### config.mk
export PLATFORM = sky130hd
export DESIGN_NAME = i2c_tgt_status_ctrl
export DESIGN_NICKNAME = d
export VERILOG_FILES = /design/src/hdl/i2c_tgt_pkg.sv /design/src/hdl/i2c_tgt_fifo.sv /design/src/hdl/i2c_tgt_status_ctrl.sv
export VERILOG_INCLUDE_DIRS = /design/src /design/src/hdl
export SDC_FILE = /design/constraint.sdc
export NUM_CORES = 1
export LEC_CHECK = 0
export ABC_AREA = 1
export BUFFER_PORTS_ARGS = -buffer_cell sky130_fd_sc_hd__buf_2
export CAP_MARGIN = 20
export CORE_UTILIZATION = 45
export DETAILED_ROUTE_END_ITERATION = 7
export GPL_TIMING_DRIVEN = 0
export PLACE_DENSITY = 0.8
export SETUP_SLACK_MARGIN = 0.1
export SLEW_MARGIN = 20
export SYNTH_ARGS = -nofsm -noshare
export SYNTH_HDL_FRONTEND = slang
export SYNTH_SLANG_ARGS = --single-unit
### constraint.sdc
create_clock -name i_clock -period 2.25 [get_ports i_clock]
set_clock_uncertainty 0.1 [all_clocks]
set_input_delay 0 -clock i_clock [delete_from_list [all_inputs] [get_ports i_clock]]
set_output_delay 0 -clock i_clock [all_outputs]
set_load 0.01 [all_outputs]
### src/hdl/i2c_tgt_params.svh
// constants for the i2c target status and acknowledge control block
`ifndef I2C_TGT_PARAMS_SVH
`define I2C_TGT_PARAMS_SVH
`define FLAG_W        14
`define F_TXREQ       0
`define F_RXRDY       1
`define F_ADDRV       2
`define F_ACKDEC      3
`define F_RESTART     4
`define F_STOP        5
`define F_BITERR      6
`define F_FIFOERR     7
`define F_HIT0        8
`define F_HIT1        9
`define F_BCAST       10
`define F_TACTIVE     11
`define F_BUSOCC      12
`define F_RSVD        13
`define CLEARABLE     14'h00f0
`define IRQ_CAPABLE   14'h07ff
`define MASK_RST      14'h0000
`define MATCH_ONE     2'h0
`define MATCH_EITHER  2'h1
`define MATCH_RANGE   2'h2
`define FIFO_DEPTH    8
`define BCAST_ADDR    7'h00
`endif

### src/hdl/i2c_tgt_pkg.sv
// types for the i2c target status and acknowledge control block
package i2c_tgt_pkg;
  typedef enum logic [1:0] {ACK_IDLE, ACK_WAIT, ACK_DRIVE} ack_state_e;
endpackage

### src/hdl/i2c_tgt_fifo.sv
// parameterised flip-flop fifo with valid and ready on both sides
`timescale 1ns/1ps
module i2c_tgt_fifo #(
  parameter int WIDTH = 8,
  parameter int DEPTH = 8
) (
  // clock and reset
  input  wire logic             i_clock,
  input  wire logic             i_rst,
  // write side
  input  wire logic             i_in_valid,
  input  wire logic [WIDTH-1:0] i_in_data,
  output logic                  o_in_ready,
  // read side
  output logic                  o_out_valid,
  output logic      [WIDTH-1:0] o_out_data,
  input  wire logic             i_out_ready
);
  localparam int AW = $clog2(DEPTH);
  logic [WIDTH-1:0] mem_r [DEPTH];
  logic [AW-1:0]    wp_r;
  logic [AW-1:0]    rp_r;
  logic [AW:0]      cnt_r;
  logic             push;
  logic             pop;

  assign o_in_ready  = (cnt_r != (AW+1)'(DEPTH));
  assign o_out_valid = (cnt_r != '0);
  assign o_out_data  = mem_r[rp_r];
  assign push        = i_in_valid && o_in_ready;
  assign pop         = o_out_valid && i_out_ready;

  always_ff @(posedge i_clock)
  begin
    if (push)
      mem_r[wp_r] <= i_in_data;
  end

  always_ff @(posedge i_clock)
  begin
    if (i_rst)
    begin
      wp_r  <= '0;
      rp_r  <= '0;
      cnt_r <= '0;
    end
    else
    begin
      if (push)
        wp_r <= (wp_r == AW'(DEPTH-1)) ? '0 : wp_r + 1'b1;
      if (pop)
        rp_r <= (rp_r == AW'(DEPTH-1)) ? '0 : rp_r + 1'b1;
      if (push && !pop)
        cnt_r <= cnt_r + 1'b1;
      else if (pop && !push)
        cnt_r <= cnt_r - 1'b1;
    end
  end
endmodule

### src/hdl/i2c_tgt_status_ctrl.sv
// i2c target status flags, masks, dma requests, address capture and ack hold
`timescale 1ns/1ps
`include "i2c_tgt_params.svh"
// What this block does
// keeps thirteen target status flags for data, address, ack, events, errors, busy
// only restart, stop, bit error and fifo error flags can be cleared
// every flag except busy indications can raise interrupt under own mask
// mask bits read back in the status flag layout
// three separately enabled dma requests: address valid, receive, transmit
// address valid request shares the receive data request line
// bus busy reads meaningful only while target operation is enabled
// ack decision flag only with ack hold; waits for software answer
// software ack choice: one drives ack, other drives nak
// control bit turns ack holding on; software then decides ack
// captured address byte: direction bit 0, address bits 7 to 1
// software reads captured address only while address valid is set
// with ack hold, scl held low at ninth bit until answered
// match first address, either address, or range first through second
// writing one clears a clearable flag; zero has no effect
module i2c_tgt_status_ctrl #(
  parameter int DEPTH = `FIFO_DEPTH
) (
  // clock and reset
  input  wire logic                 i_clock,
  input  wire logic                 i_rst,
  // configuration
  input  wire logic                 i_target_enable,
  input  wire logic                 i_ack_hold_enable,
  input  wire logic [1:0]           i_match_mode,
  input  wire logic [6:0]           i_addr0,
  input  wire logic [6:0]           i_addr1,
  input  wire logic                 i_bcast_enable,
  input  wire logic                 i_dma_addr_en,
  input  wire logic                 i_dma_rx_en,
  input  wire logic                 i_dma_tx_en,
  // flag clear and mask writes
  input  wire logic                 i_clear_strobe,
  input  wire logic [`FLAG_W-1:0]   i_clear_bits,
  input  wire logic                 i_mask_we,
  input  wire logic [`FLAG_W-1:0]   i_mask_wdata,
  // software ack answer
  input  wire logic                 i_ack_we,
  input  wire logic                 i_ack_nak,
  // events from the bus engine (same clock)
  input  wire logic                 i_addr_byte_valid,
  input  wire logic [7:0]           i_addr_byte,
  input  wire logic                 i_ninth_bit,
  input  wire logic                 i_rx_byte_valid,
  input  wire logic [7:0]           i_rx_byte,
  output logic                      o_rx_ready,
  input  wire logic                 i_tx_wanted,
  input  wire logic                 i_restart_seen,
  input  wire logic                 i_stop_seen,
  input  wire logic                 i_bit_error,
  input  wire logic                 i_bus_busy,
  // software receive data side
  input  wire logic                 i_rx_pop,
  output logic [7:0]                o_rx_data,
  // status outputs
  output logic [`FLAG_W-1:0]        o_status,
  output logic [`FLAG_W-1:0]        o_mask,
  output logic                      o_irq,
  output logic [7:0]                o_addr_captured,
  output logic                      o_dma_rx_req,
  output logic                      o_dma_tx_req,
  // bus drive to the engine
  output logic                      o_scl_hold,
  output logic                      o_ack_valid,
  output logic                      o_ack_nak
);
  logic [`FLAG_W-1:0]     flags_r;
  logic [`FLAG_W-1:0]     flags_nxt;
  logic [`FLAG_W-1:0]     mask_r;
  logic [7:0]             addr_r;
  logic                   hit_r;
  logic                   active_r;
  logic                   ack_nak_r;
  i2c_tgt_pkg::ack_state_e ack_st_r;
  logic                   f_in_ready;
  logic                   f_out_valid;
  logic [7:0]             f_out_data;
  logic                   hit0;
  logic                   hit1;
  logic                   hitb;
  logic [2:0]             cap_hits;

  // match decode
  function automatic logic [2:0] match(input logic [6:0] a, input logic [1:0] m,
                                       input logic [6:0] a0, input logic [6:0] a1, input logic be);
    logic h0;
    logic h1;
    h0 = 1'b0;
    h1 = 1'b0;
    unique case (m)
      `MATCH_EITHER:
      begin
        h0 = (a == a0);
        h1 = (a == a1);
      end
      `MATCH_RANGE:
        h0 = (a >= a0) && (a <= a1);
      default:
        h0 = (a == a0);
    endcase
    match = {be && (a == `BCAST_ADDR), h1, h0};
  endfunction

  // address matching
  assign {hitb, hit1, hit0} = match(i_addr_byte[7:1], i_match_mode, i_addr0, i_addr1, i_bcast_enable);
  // match kinds of the captured address
  assign cap_hits = match(addr_r[7:1], i_match_mode, i_addr0, i_addr1, i_bcast_enable);

  i2c_tgt_fifo #(.WIDTH(8), .DEPTH(DEPTH)) u_rx_fifo (
    .i_clock     (i_clock),
    .i_rst       (i_rst),
    .i_in_valid  (i_rx_byte_valid && i_target_enable),
    .i_in_data   (i_rx_byte),
    .o_in_ready  (f_in_ready),
    .o_out_valid (f_out_valid),
    .o_out_data  (f_out_data),
    .i_out_ready (i_rx_pop)
  );

  // address capture on a match
  always_ff @(posedge i_clock)
  begin
    if (i_rst)
    begin
      addr_r <= 8'h00;
      hit_r  <= 1'b0;
    end
    else if (i_addr_byte_valid && i_target_enable && (hit0 || hit1 || hitb))
    begin
      addr_r <= i_addr_byte;
      hit_r  <= 1'b1;
    end
    else if (i_stop_seen)
      hit_r  <= 1'b0;
  end

  always_ff @(posedge i_clock)
  begin
    if (i_rst)
      active_r <= 1'b0;
    else if (i_stop_seen || !i_target_enable)
      active_r <= 1'b0;
    else if (i_addr_byte_valid && (hit0 || hit1 || hitb))
      active_r <= 1'b1;
  end

  // ack holding sequence
  always_ff @(posedge i_clock)
  begin
    if (i_rst)
    begin
      ack_st_r  <= i2c_tgt_pkg::ACK_IDLE;
      ack_nak_r <= 1'b0;
    end
    else
    begin
      unique case (ack_st_r)
        i2c_tgt_pkg::ACK_IDLE:
          if (i_ninth_bit && i_ack_hold_enable && active_r)
            ack_st_r <= i2c_tgt_pkg::ACK_WAIT;
        i2c_tgt_pkg::ACK_WAIT:
          // software ack choice
          if (i_ack_we)
          begin
            ack_nak_r <= i_ack_nak;
            ack_st_r  <= i2c_tgt_pkg::ACK_DRIVE;
          end
        i2c_tgt_pkg::ACK_DRIVE:
          ack_st_r <= i2c_tgt_pkg::ACK_IDLE;
      endcase
    end
  end

  // flag update, set wins over clear
  always_comb
  begin
    flags_nxt = flags_r;
    if (i_clear_strobe)
      flags_nxt = flags_r & ~(i_clear_bits & `CLEARABLE);
    if (i_restart_seen)
      flags_nxt[`F_RESTART] = 1'b1;
    if (i_stop_seen)
      flags_nxt[`F_STOP] = 1'b1;
    if (i_bit_error)
      flags_nxt[`F_BITERR] = 1'b1;
    if (i_rx_byte_valid && i_target_enable && !f_in_ready)
      flags_nxt[`F_FIFOERR] = 1'b1;
    flags_nxt[`F_TXREQ]   = i_tx_wanted && active_r;
    flags_nxt[`F_RXRDY]   = f_out_valid;
    flags_nxt[`F_ADDRV]   = hit_r;
    flags_nxt[`F_ACKDEC]  = (ack_st_r == i2c_tgt_pkg::ACK_WAIT);
    flags_nxt[`F_HIT0]    = hit_r && cap_hits[0];
    flags_nxt[`F_HIT1]    = hit_r && cap_hits[1];
    flags_nxt[`F_BCAST]   = hit_r && cap_hits[2];
    flags_nxt[`F_TACTIVE] = active_r;
    // bus busy only meaningful while enabled
    flags_nxt[`F_BUSOCC]  = i_bus_busy && i_target_enable;
    flags_nxt[`F_RSVD]    = 1'b0;
  end

  always_ff @(posedge i_clock)
  begin
    if (i_rst)
      flags_r <= '0;
    else
      flags_r <= flags_nxt;
  end

  // mask register
  always_ff @(posedge i_clock)
  begin
    if (i_rst)
      mask_r <= `MASK_RST;
    else if (i_mask_we)
      mask_r <= i_mask_wdata & `IRQ_CAPABLE;
  end

  always_ff @(posedge i_clock)
  begin
    if (i_rst)
    begin
      o_irq        <= 1'b0;
      o_dma_rx_req <= 1'b0;
      o_dma_tx_req <= 1'b0;
      o_scl_hold   <= 1'b0;
      o_ack_valid  <= 1'b0;
      o_ack_nak    <= 1'b0;
      o_rx_ready   <= 1'b0;
      o_rx_data    <= 8'h00;
    end
    else
    begin
      // masked interrupt
      o_irq        <= |(flags_nxt & mask_r & `IRQ_CAPABLE);
      // dma requests, address shares receive line
      o_dma_rx_req <= (i_dma_rx_en && flags_nxt[`F_RXRDY]) || (i_dma_addr_en && flags_nxt[`F_ADDRV]);
      o_dma_tx_req <= i_dma_tx_en && flags_nxt[`F_TXREQ];
      // hold scl while waiting
      o_scl_hold   <= ((ack_st_r == i2c_tgt_pkg::ACK_WAIT) && !i_ack_we)
                      || ((ack_st_r == i2c_tgt_pkg::ACK_IDLE) && i_ninth_bit && i_ack_hold_enable && active_r);
      o_ack_valid  <= (ack_st_r == i2c_tgt_pkg::ACK_WAIT) && i_ack_we;
      o_ack_nak    <= i_ack_we ? i_ack_nak : ack_nak_r;
      o_rx_ready   <= f_in_ready;
      o_rx_data    <= f_out_data;
    end
  end

  assign o_status        = flags_r;
  assign o_mask          = mask_r;
  assign o_addr_captured = addr_r;

  clear_only_a: assert property (@(posedge i_clock) disable iff (i_rst)
    i_clear_strobe && !i_restart_seen && flags_r[`F_RESTART] && i_clear_bits[`F_RESTART]
    |=> !flags_r[`F_RESTART]) else $error("restart flag not cleared");
  set_wins_a: assert property (@(posedge i_clock) disable iff (i_rst)
    i_stop_seen |=> flags_r[`F_STOP]) else $error("stop flag lost");
  ackdec_hold_a: assert property (@(posedge i_clock) disable iff (i_rst)
    flags_r[`F_ACKDEC] |-> o_scl_hold || o_ack_valid) else $error("ack decision without hold");
  ackdec_en_a: assert property (@(posedge i_clock) disable iff (i_rst)
    $rose(flags_r[`F_ACKDEC]) |-> $past(i_ack_hold_enable, 2)) else $error("ack decision without enable");
  busy_masked_a: assert property (@(posedge i_clock) disable iff (i_rst)
    !i_target_enable |=> !flags_r[`F_BUSOCC]) else $error("bus busy while disabled");
  mask_bits_a: assert property (@(posedge i_clock) disable iff (i_rst)
    i_mask_we |=> mask_r[`F_TACTIVE] == 1'b0 && mask_r[`F_BUSOCC] == 1'b0) else $error("busy maskable");
  dma_share_a: assert property (@(posedge i_clock) disable iff (i_rst)
    i_dma_addr_en && flags_nxt[`F_ADDRV] |=> o_dma_rx_req) else $error("address dma missing");
  ack_drive_a: assert property (@(posedge i_clock) disable iff (i_rst)
    ack_st_r == i2c_tgt_pkg::ACK_WAIT && i_ack_we |=> o_ack_valid && o_ack_nak == $past(i_ack_nak)
    ) else $error("ack answer wrong");
  no_hold_off_a: assert property (@(posedge i_clock) disable iff (i_rst)
    ack_st_r == i2c_tgt_pkg::ACK_IDLE && !i_ack_hold_enable |=> !o_scl_hold) else $error("hold without enable");
  addr_cap_a: assert property (@(posedge i_clock) disable iff (i_rst)
    i_addr_byte_valid && i_target_enable && hit0 |=> addr_r == $past(i_addr_byte) ##1 flags_r[`F_ADDRV]
    ) else $error("address not captured");

  ack_cycle_c: cover property (@(posedge i_clock) ack_st_r == i2c_tgt_pkg::ACK_WAIT ##[1:20] o_ack_valid);
  irq_c: cover property (@(posedge i_clock) o_irq);
  fifo_err_c: cover property (@(posedge i_clock) flags_r[`F_FIFOERR]);
endmodule

==> flow_summary.html <==
<table>
<tr><th>Metric</th><th>Value</th></tr>
<tr><th colspan="2">Clock tree</th></tr>
<tr><td>Clock insertion delay at the later pin of the skew report</td><td>approximately 0.41 ns</td></tr>
<tr><td>Clock-pin slew of the registers on the worst-case setup and hold paths</td><td>approximately 0.06 ns</td></tr>
<tr><td>Max Root-Sink Buffers</td><td>2</td></tr>
<tr><td>Clock buffers created by TritonCTS</td><td>17</td></tr>
<tr><td>Maximum level of the CTS H-tree</td><td>4</td></tr>
<tr><td>Clock tree root buffer cell</td><td>sky130_fd_sc_hd__clkbuf_16</td></tr>
<tr><td>Clock tree from TritonCTS</td><td>built</td></tr>
<tr><td>Clock tree sinks</td><td>roughly 130</td></tr>
<tr><th colspan="2">Power</th></tr>
<tr><td>Net switching power</td><td>0.00224 W</td></tr>
<tr><td>Worst VDD drop</td><td>approximately 0.75 mV</td></tr>
<tr><td>Proportion of power drawn by flip-flops and latches</td><td>38.5%</td></tr>
<tr><td>Int Pwr</td><td>0.00500 W</td></tr>
<tr><td>Switching share of power</td><td>between 30% and 40%</td></tr>
<tr><td>Clock Power Share</td><td>between 30% and 40%</td></tr>
<tr><td>Power Density</td><td>about 900 mW/mm^2</td></tr>
<tr><td>Static power due to leakage</td><td>~3.5 nW</td></tr>
<tr><td>Comb power frac</td><td>between 20% and 30%</td></tr>
<tr><th colspan="2">Timing</th></tr>
<tr><td>Slew headroom</td><td>between 40% and 50%</td></tr>
<tr><td>Worst Max-Slew Pin Slew</td><td>slightly below 0.8 ns</td></tr>
<tr><td>Worst hold slack</td><td>between 0.07 and 0.08 ns</td></tr>
<tr><td>Period minus WS final</td><td>between 2 and 2.5 ns</td></tr>
<tr><td>Max-slew violation total from the final report</td><td>0</td></tr>
<tr><td>Final critical-path share of the clock period</td><td>roughly 100%</td></tr>
<tr><td>Final sum of negative setup slack</td><td>0 ns</td></tr>
<tr><td>Final setup violating endpoints</td><td>0</td></tr>
<tr><td>Count of endpoints failing hold in the final timing report</td><td>0</td></tr>
<tr><td>Peak clock frequency supported by timing</td><td>448 MHz</td></tr>
<tr><td>Unrepaired setup endpoints after global routing</td><td>yes</td></tr>
<tr><th colspan="2">Detailed routing</th></tr>
<tr><td>Vias after detailed routing</td><td>5381</td></tr>
<tr><td>First-pass detailed-route iteration total</td><td>8</td></tr>
<tr><td>Mean routed wirelength per cell</td><td>around 17 um</td></tr>
<tr><td>Vias/cell</td><td>5.43</td></tr>
<tr><td>Antenna-violating nets left</td><td>0</td></tr>
<tr><td>Number of DRC markers after the initial detailed-route iteration</td><td>686</td></tr>
<tr><td>Total detailed-routing wirelength</td><td>~17000 um</td></tr>
<tr><td>DRC viols</td><td>2</td></tr>
<tr><th colspan="2">Finish</th></tr>
<tr><td>NumNets Final</td><td>929</td></tr>
<tr><td>Synth-to-Final Area Change</td><td>37.4%</td></tr>
<tr><td>Diodes inserted</td><td>0</td></tr>
<tr><td>Ratio of cells with drive above 1 in the final layout</td><td>approximately 25%</td></tr>
<tr><td>Filler cell count</td><td>881</td></tr>
<tr><td>Layout Utilization</td><td>between 60% and 70%</td></tr>
<tr><th colspan="2">Critical path</th></tr>
<tr><td>Slowest cell on crit path</td><td>sky130_fd_sc_hd__dlygate4sd3_1</td></tr>
<tr><td>Critical path arrival</td><td>roughly 2.4 ns</td></tr>
<tr><td>Crit path top cell by count</td><td>sky130_fd_sc_hd__nand2_1</td></tr>
<tr><td>Sort of element at the end of the critical path</td><td>flop</td></tr>
<tr><td>Worst EP required</td><td>around 2.5 ns</td></tr>
<tr><td>Crit start category</td><td>primary input</td></tr>
<tr><td>Biggest cell delay along the critical path</td><td>0.54 ns</td></tr>
<tr><td>Cell-by-cell listing of the critical path</td><td>dlygate4sd3_1 &gt; buf_2 &gt; ha_1 &gt; nand2_1 &gt; inv_1 &gt; a31oi_2 &gt; nand2_1 &gt; nand2_2 &gt; nand2_4 &gt; buf_12 &gt; nand2_1 &gt; a21oi_2 &gt; dlygate4sd3_1</td></tr>
<tr><td>Reg2Reg Setup Slack</td><td>0.18 ns</td></tr>
<tr><td>Peak fanout along the critical path</td><td>10</td></tr>
<tr><td>Number of cell instances on the worst register-to-register path</td><td>15</td></tr>
<tr><td>FF-to-FF End</td><td>u_rx_fifo.cnt_r[3]</td></tr>
<tr><td>Startpoint-to-endpoint class of the critical path</td><td>in -&gt; reg</td></tr>
<tr><td>Worst R2R Start</td><td>u_rx_fifo.cnt_r[0]</td></tr>
<tr><th colspan="2">Synth</th></tr>
<tr><td>Cell area after synthesis</td><td>~0.0057 mm^2</td></tr>
<tr><td>Asr flop ratio synth</td><td>0%</td></tr>
<tr><td>Cell variety after synth</td><td>41</td></tr>
<tr><td>Post-Synthesis Cells</td><td>roughly 610</td></tr>
<tr><td>Average footprint of a synthesized cell</td><td>9.40 um^2</td></tr>
<tr><td>Seq/Total Area, Yosys</td><td>~55%</td></tr>
<tr><td>Dominant synthesized flop cell</td><td>sky130_fd_sc_hd__edfxtp_1</td></tr>
<tr><td>Number of synthesized flops with an enable pin</td><td>64</td></tr>
<tr><td>Synthesis Warnings</td><td>0</td></tr>
<tr><td>Number of flip-flops and latches in the synthesized netlist</td><td>between 100 and 150</td></tr>
<tr><th colspan="2">Status</th></tr>
<tr><td>Outcome</td><td>finished, violations left</td></tr>
<tr><td>Violations in the final reports</td><td>DRC</td></tr>
<tr><th colspan="2">Global route</th></tr>
<tr><td>Wire length of the first global-routing pass</td><td>between 20000 and 30000 um</td></tr>
<tr><td>Global route overflow</td><td>0</td></tr>
<tr><td>Global-route usage over all layers</td><td>about a quarter</td></tr>
<tr><td>Maximum number of pins on one net before global-route repair</td><td>17</td></tr>
<tr><td>Vias in the first global route</td><td>~5200</td></tr>
<tr><td>Initial antenna violation count</td><td>0</td></tr>
<tr><th colspan="2">Placement</th></tr>
<tr><td>Number of input and output port buffers inserted</td><td>~110</td></tr>
<tr><td>Detail Placement HPWL</td><td>around 9900 um</td></tr>
<tr><td>Routability cong.</td><td>between 0.8 and 0.9</td></tr>
<tr><th colspan="2">Floorplanning</th></tr>
<tr><td>Starting density of the core</td><td>46.9%</td></tr>
<tr><td>DIE HEIGHT</td><td>115 um</td></tr>
<tr><td>Count of boundary I/O pins</td><td>132</td></tr>
<tr><td>Number of core rows</td><td>40</td></tr>
<tr><td>Placeable Area</td><td>~0.012 mm^2</td></tr>
<tr><td>Die boundary width</td><td>around 110 um</td></tr>
<tr><td>Floorplan die area</td><td>roughly 0.013 mm^2</td></tr>
<tr><th colspan="2">Min path</th></tr>
<tr><td>Type of the most critical hold path</td><td>in -&gt; reg</td></tr>
<tr><td>Worst Hold End</td><td>o_irq</td></tr>
<tr><td>Startpoint of the worst hold path</td><td>i_match_mode[0]</td></tr>
<tr><td>Count of cells along the worst hold path</td><td>6</td></tr>
<tr><th colspan="2">Job</th></tr>
<tr><td>Maximum capacitance violations</td><td>0</td></tr>
</table>
-- stage by stage --
step           cell area (um^2)  setup WS (ns)  total power, W  cells
2_1_floorplan              5710          0.155         0.00377    610
3_3_place_gp               6490        -0.0550         0.00422    891
3_5_place_dp               6490         -0.136         0.00428    891
4_1_cts                    7730          0.117         0.00714    986
5_1_grt                    7840        -0.0215         0.00756    991
6_report                   7840         0.0156         0.00723    991
-- how the worst max path moves through the flow --
| stage | from | endpoint | slack (ns) | cells after the start |
|---|---|---|---|---|
| floorplan | u_rx_fifo.cnt_r[0] | u_rx_fifo.cnt_r[3] | 0.15 | 14 |
| global placement | u_rx_fifo.cnt_r[0] | u_rx_fifo.cnt_r[3] | -0.06 | 14 |
| detailed placement | u_rx_fifo.cnt_r[0] | u_rx_fifo.cnt_r[3] | -0.14 | 14 |
| CTS | u_rx_fifo.cnt_r[0] | u_rx_fifo.cnt_r[3] | 0.12 | 14 |
| global route | i_addr_byte[2] | active_r | -0.02 | 14 |
| finish | i_addr_byte[2] | active_r | 0.02 | 13 |
-- cell usage after synthesis, drive strengths merged (3+ instances only) --
cell	count	area [um^2]
clkbuf	9	33.8
nor2	111	429
o22ai	8	50.1
a21oi	37	219
nand3	17	85.1
inv	63	236
nor3	3	15.0
buf	15	105
edfxtp	64	1920
o21ai	71	355
dfxtp	62	1240
ha	37	463
nand4	8	50.1
nand2	74	288
nor3b	3	22.5
a31oi	11	75.1
-- critical path, delay by kind of cell --
kind	cells	cell delay (ns)
buffers and inverters	5	1.45
AOI/OAI and AO/OA	2	0.23
and+or+nand+nor	5	0.44
adders and majority gates	1	0.30
-- state kept, by name (all words and copies together) (netlist names), 2 cells and up --
register         cells
u_rx_fifo.mem_r     64
o_status            13
o_mask              11
o_addr_captured      8
o_rx_data            8
u_rx_fifo.cnt_r      4
u_rx_fifo.rp_r       3
u_rx_fifo.wp_r       3
ack_st_r             2
-- per-layer routing --
| metal | vias to the layer above | track usage [%] | share of wire, % | wire length, um |
|---|---|---|---|---|
| met2 | 367 | 45.2 | 49 | 8420 |
| met5 | - | 0 | 0 | 0 |
| met1 | 2449 | 28.0 | 36 | 6190 |
| met4 | 0 | 16.8 | 5.1 | 873 |
| li1 | 2469 | - | - | - |
| met3 | 96 | 9.85 | 9.5 | 1630 |
-- power by group through the flow --
stage / clock network [W] / logic (W) / registers [W]
after floorplan: 0 / 0.000932 / 0.00283
after global placement: 0 / 0.00142 / 0.00279
after detailed placement: 0 / 0.00147 / 0.00281
after CTS: 0.00275 / 0.00162 / 0.00277
after global routing: 0.00284 / 0.00192 / 0.00280
final: 0.00273 / 0.00172 / 0.00278
-- cell families after synthesis --
family / share of synthesized area, %
simple gates: 15.9
compound gates: 13.1
flops: 55.5
buf+inv: 6.65
fa+ha+maj: 8.47
other cells: 0.0658
xor+xnor: 0.154
mux: 0.176
-- placed cells by master (no fill, tap or decap), drive strengths merged --
cell type      n
xor2           1
buf          134
edfxtp        64
a21o           1
a21oi         37
fa             1
o21ai         71
and3           1
bufinv         2
clkinvlp       2
clkbuf        27
and2           1
a21boi         1
mux2i          1
o211ai         1
a22o           2
conb           4
nand2         74
o21a           1
nand3         17
a31oi         11
inv           68
nor3           3
ha            37
nor3b          3
clkinv         6
nand4          8
o22ai          8
nor4           1
dlygate4sd3   62
dfxtp         62
nor2         111
-- layout make-up --
cell class / count / area, um^2 / area share [%]
Buffer: 24 / 139 / 1.77
Clock buffer: 18 / 439 / 5.60
Clock inverter: 14 / 155 / 1.98
Inverter: 64 / 240 / 3.07
Multi-Input combinational cell: 396 / 2250 / 28.7
Sequential cell: 126 / 3170 / 40.4
Tap cell: 168 / 210 / 2.68
Timing Repair Buffer: 181 / 1230 / 15.7
-- what timing repair did --
| item | 4_1_cts | 5_1_grt |
|---|---|---|
| hold endpoints to repair | 109 | 0 |
| hold buffers | 62 | 0 |
| buffers inserted | 1 | 5 |
| resized for setup | 10 | 18 |
| endpoints found under the setup margin | 34 | 35 |
| pin swaps | 1 | 2 |
Note: power is estimated with default switching activity, not from simulation.
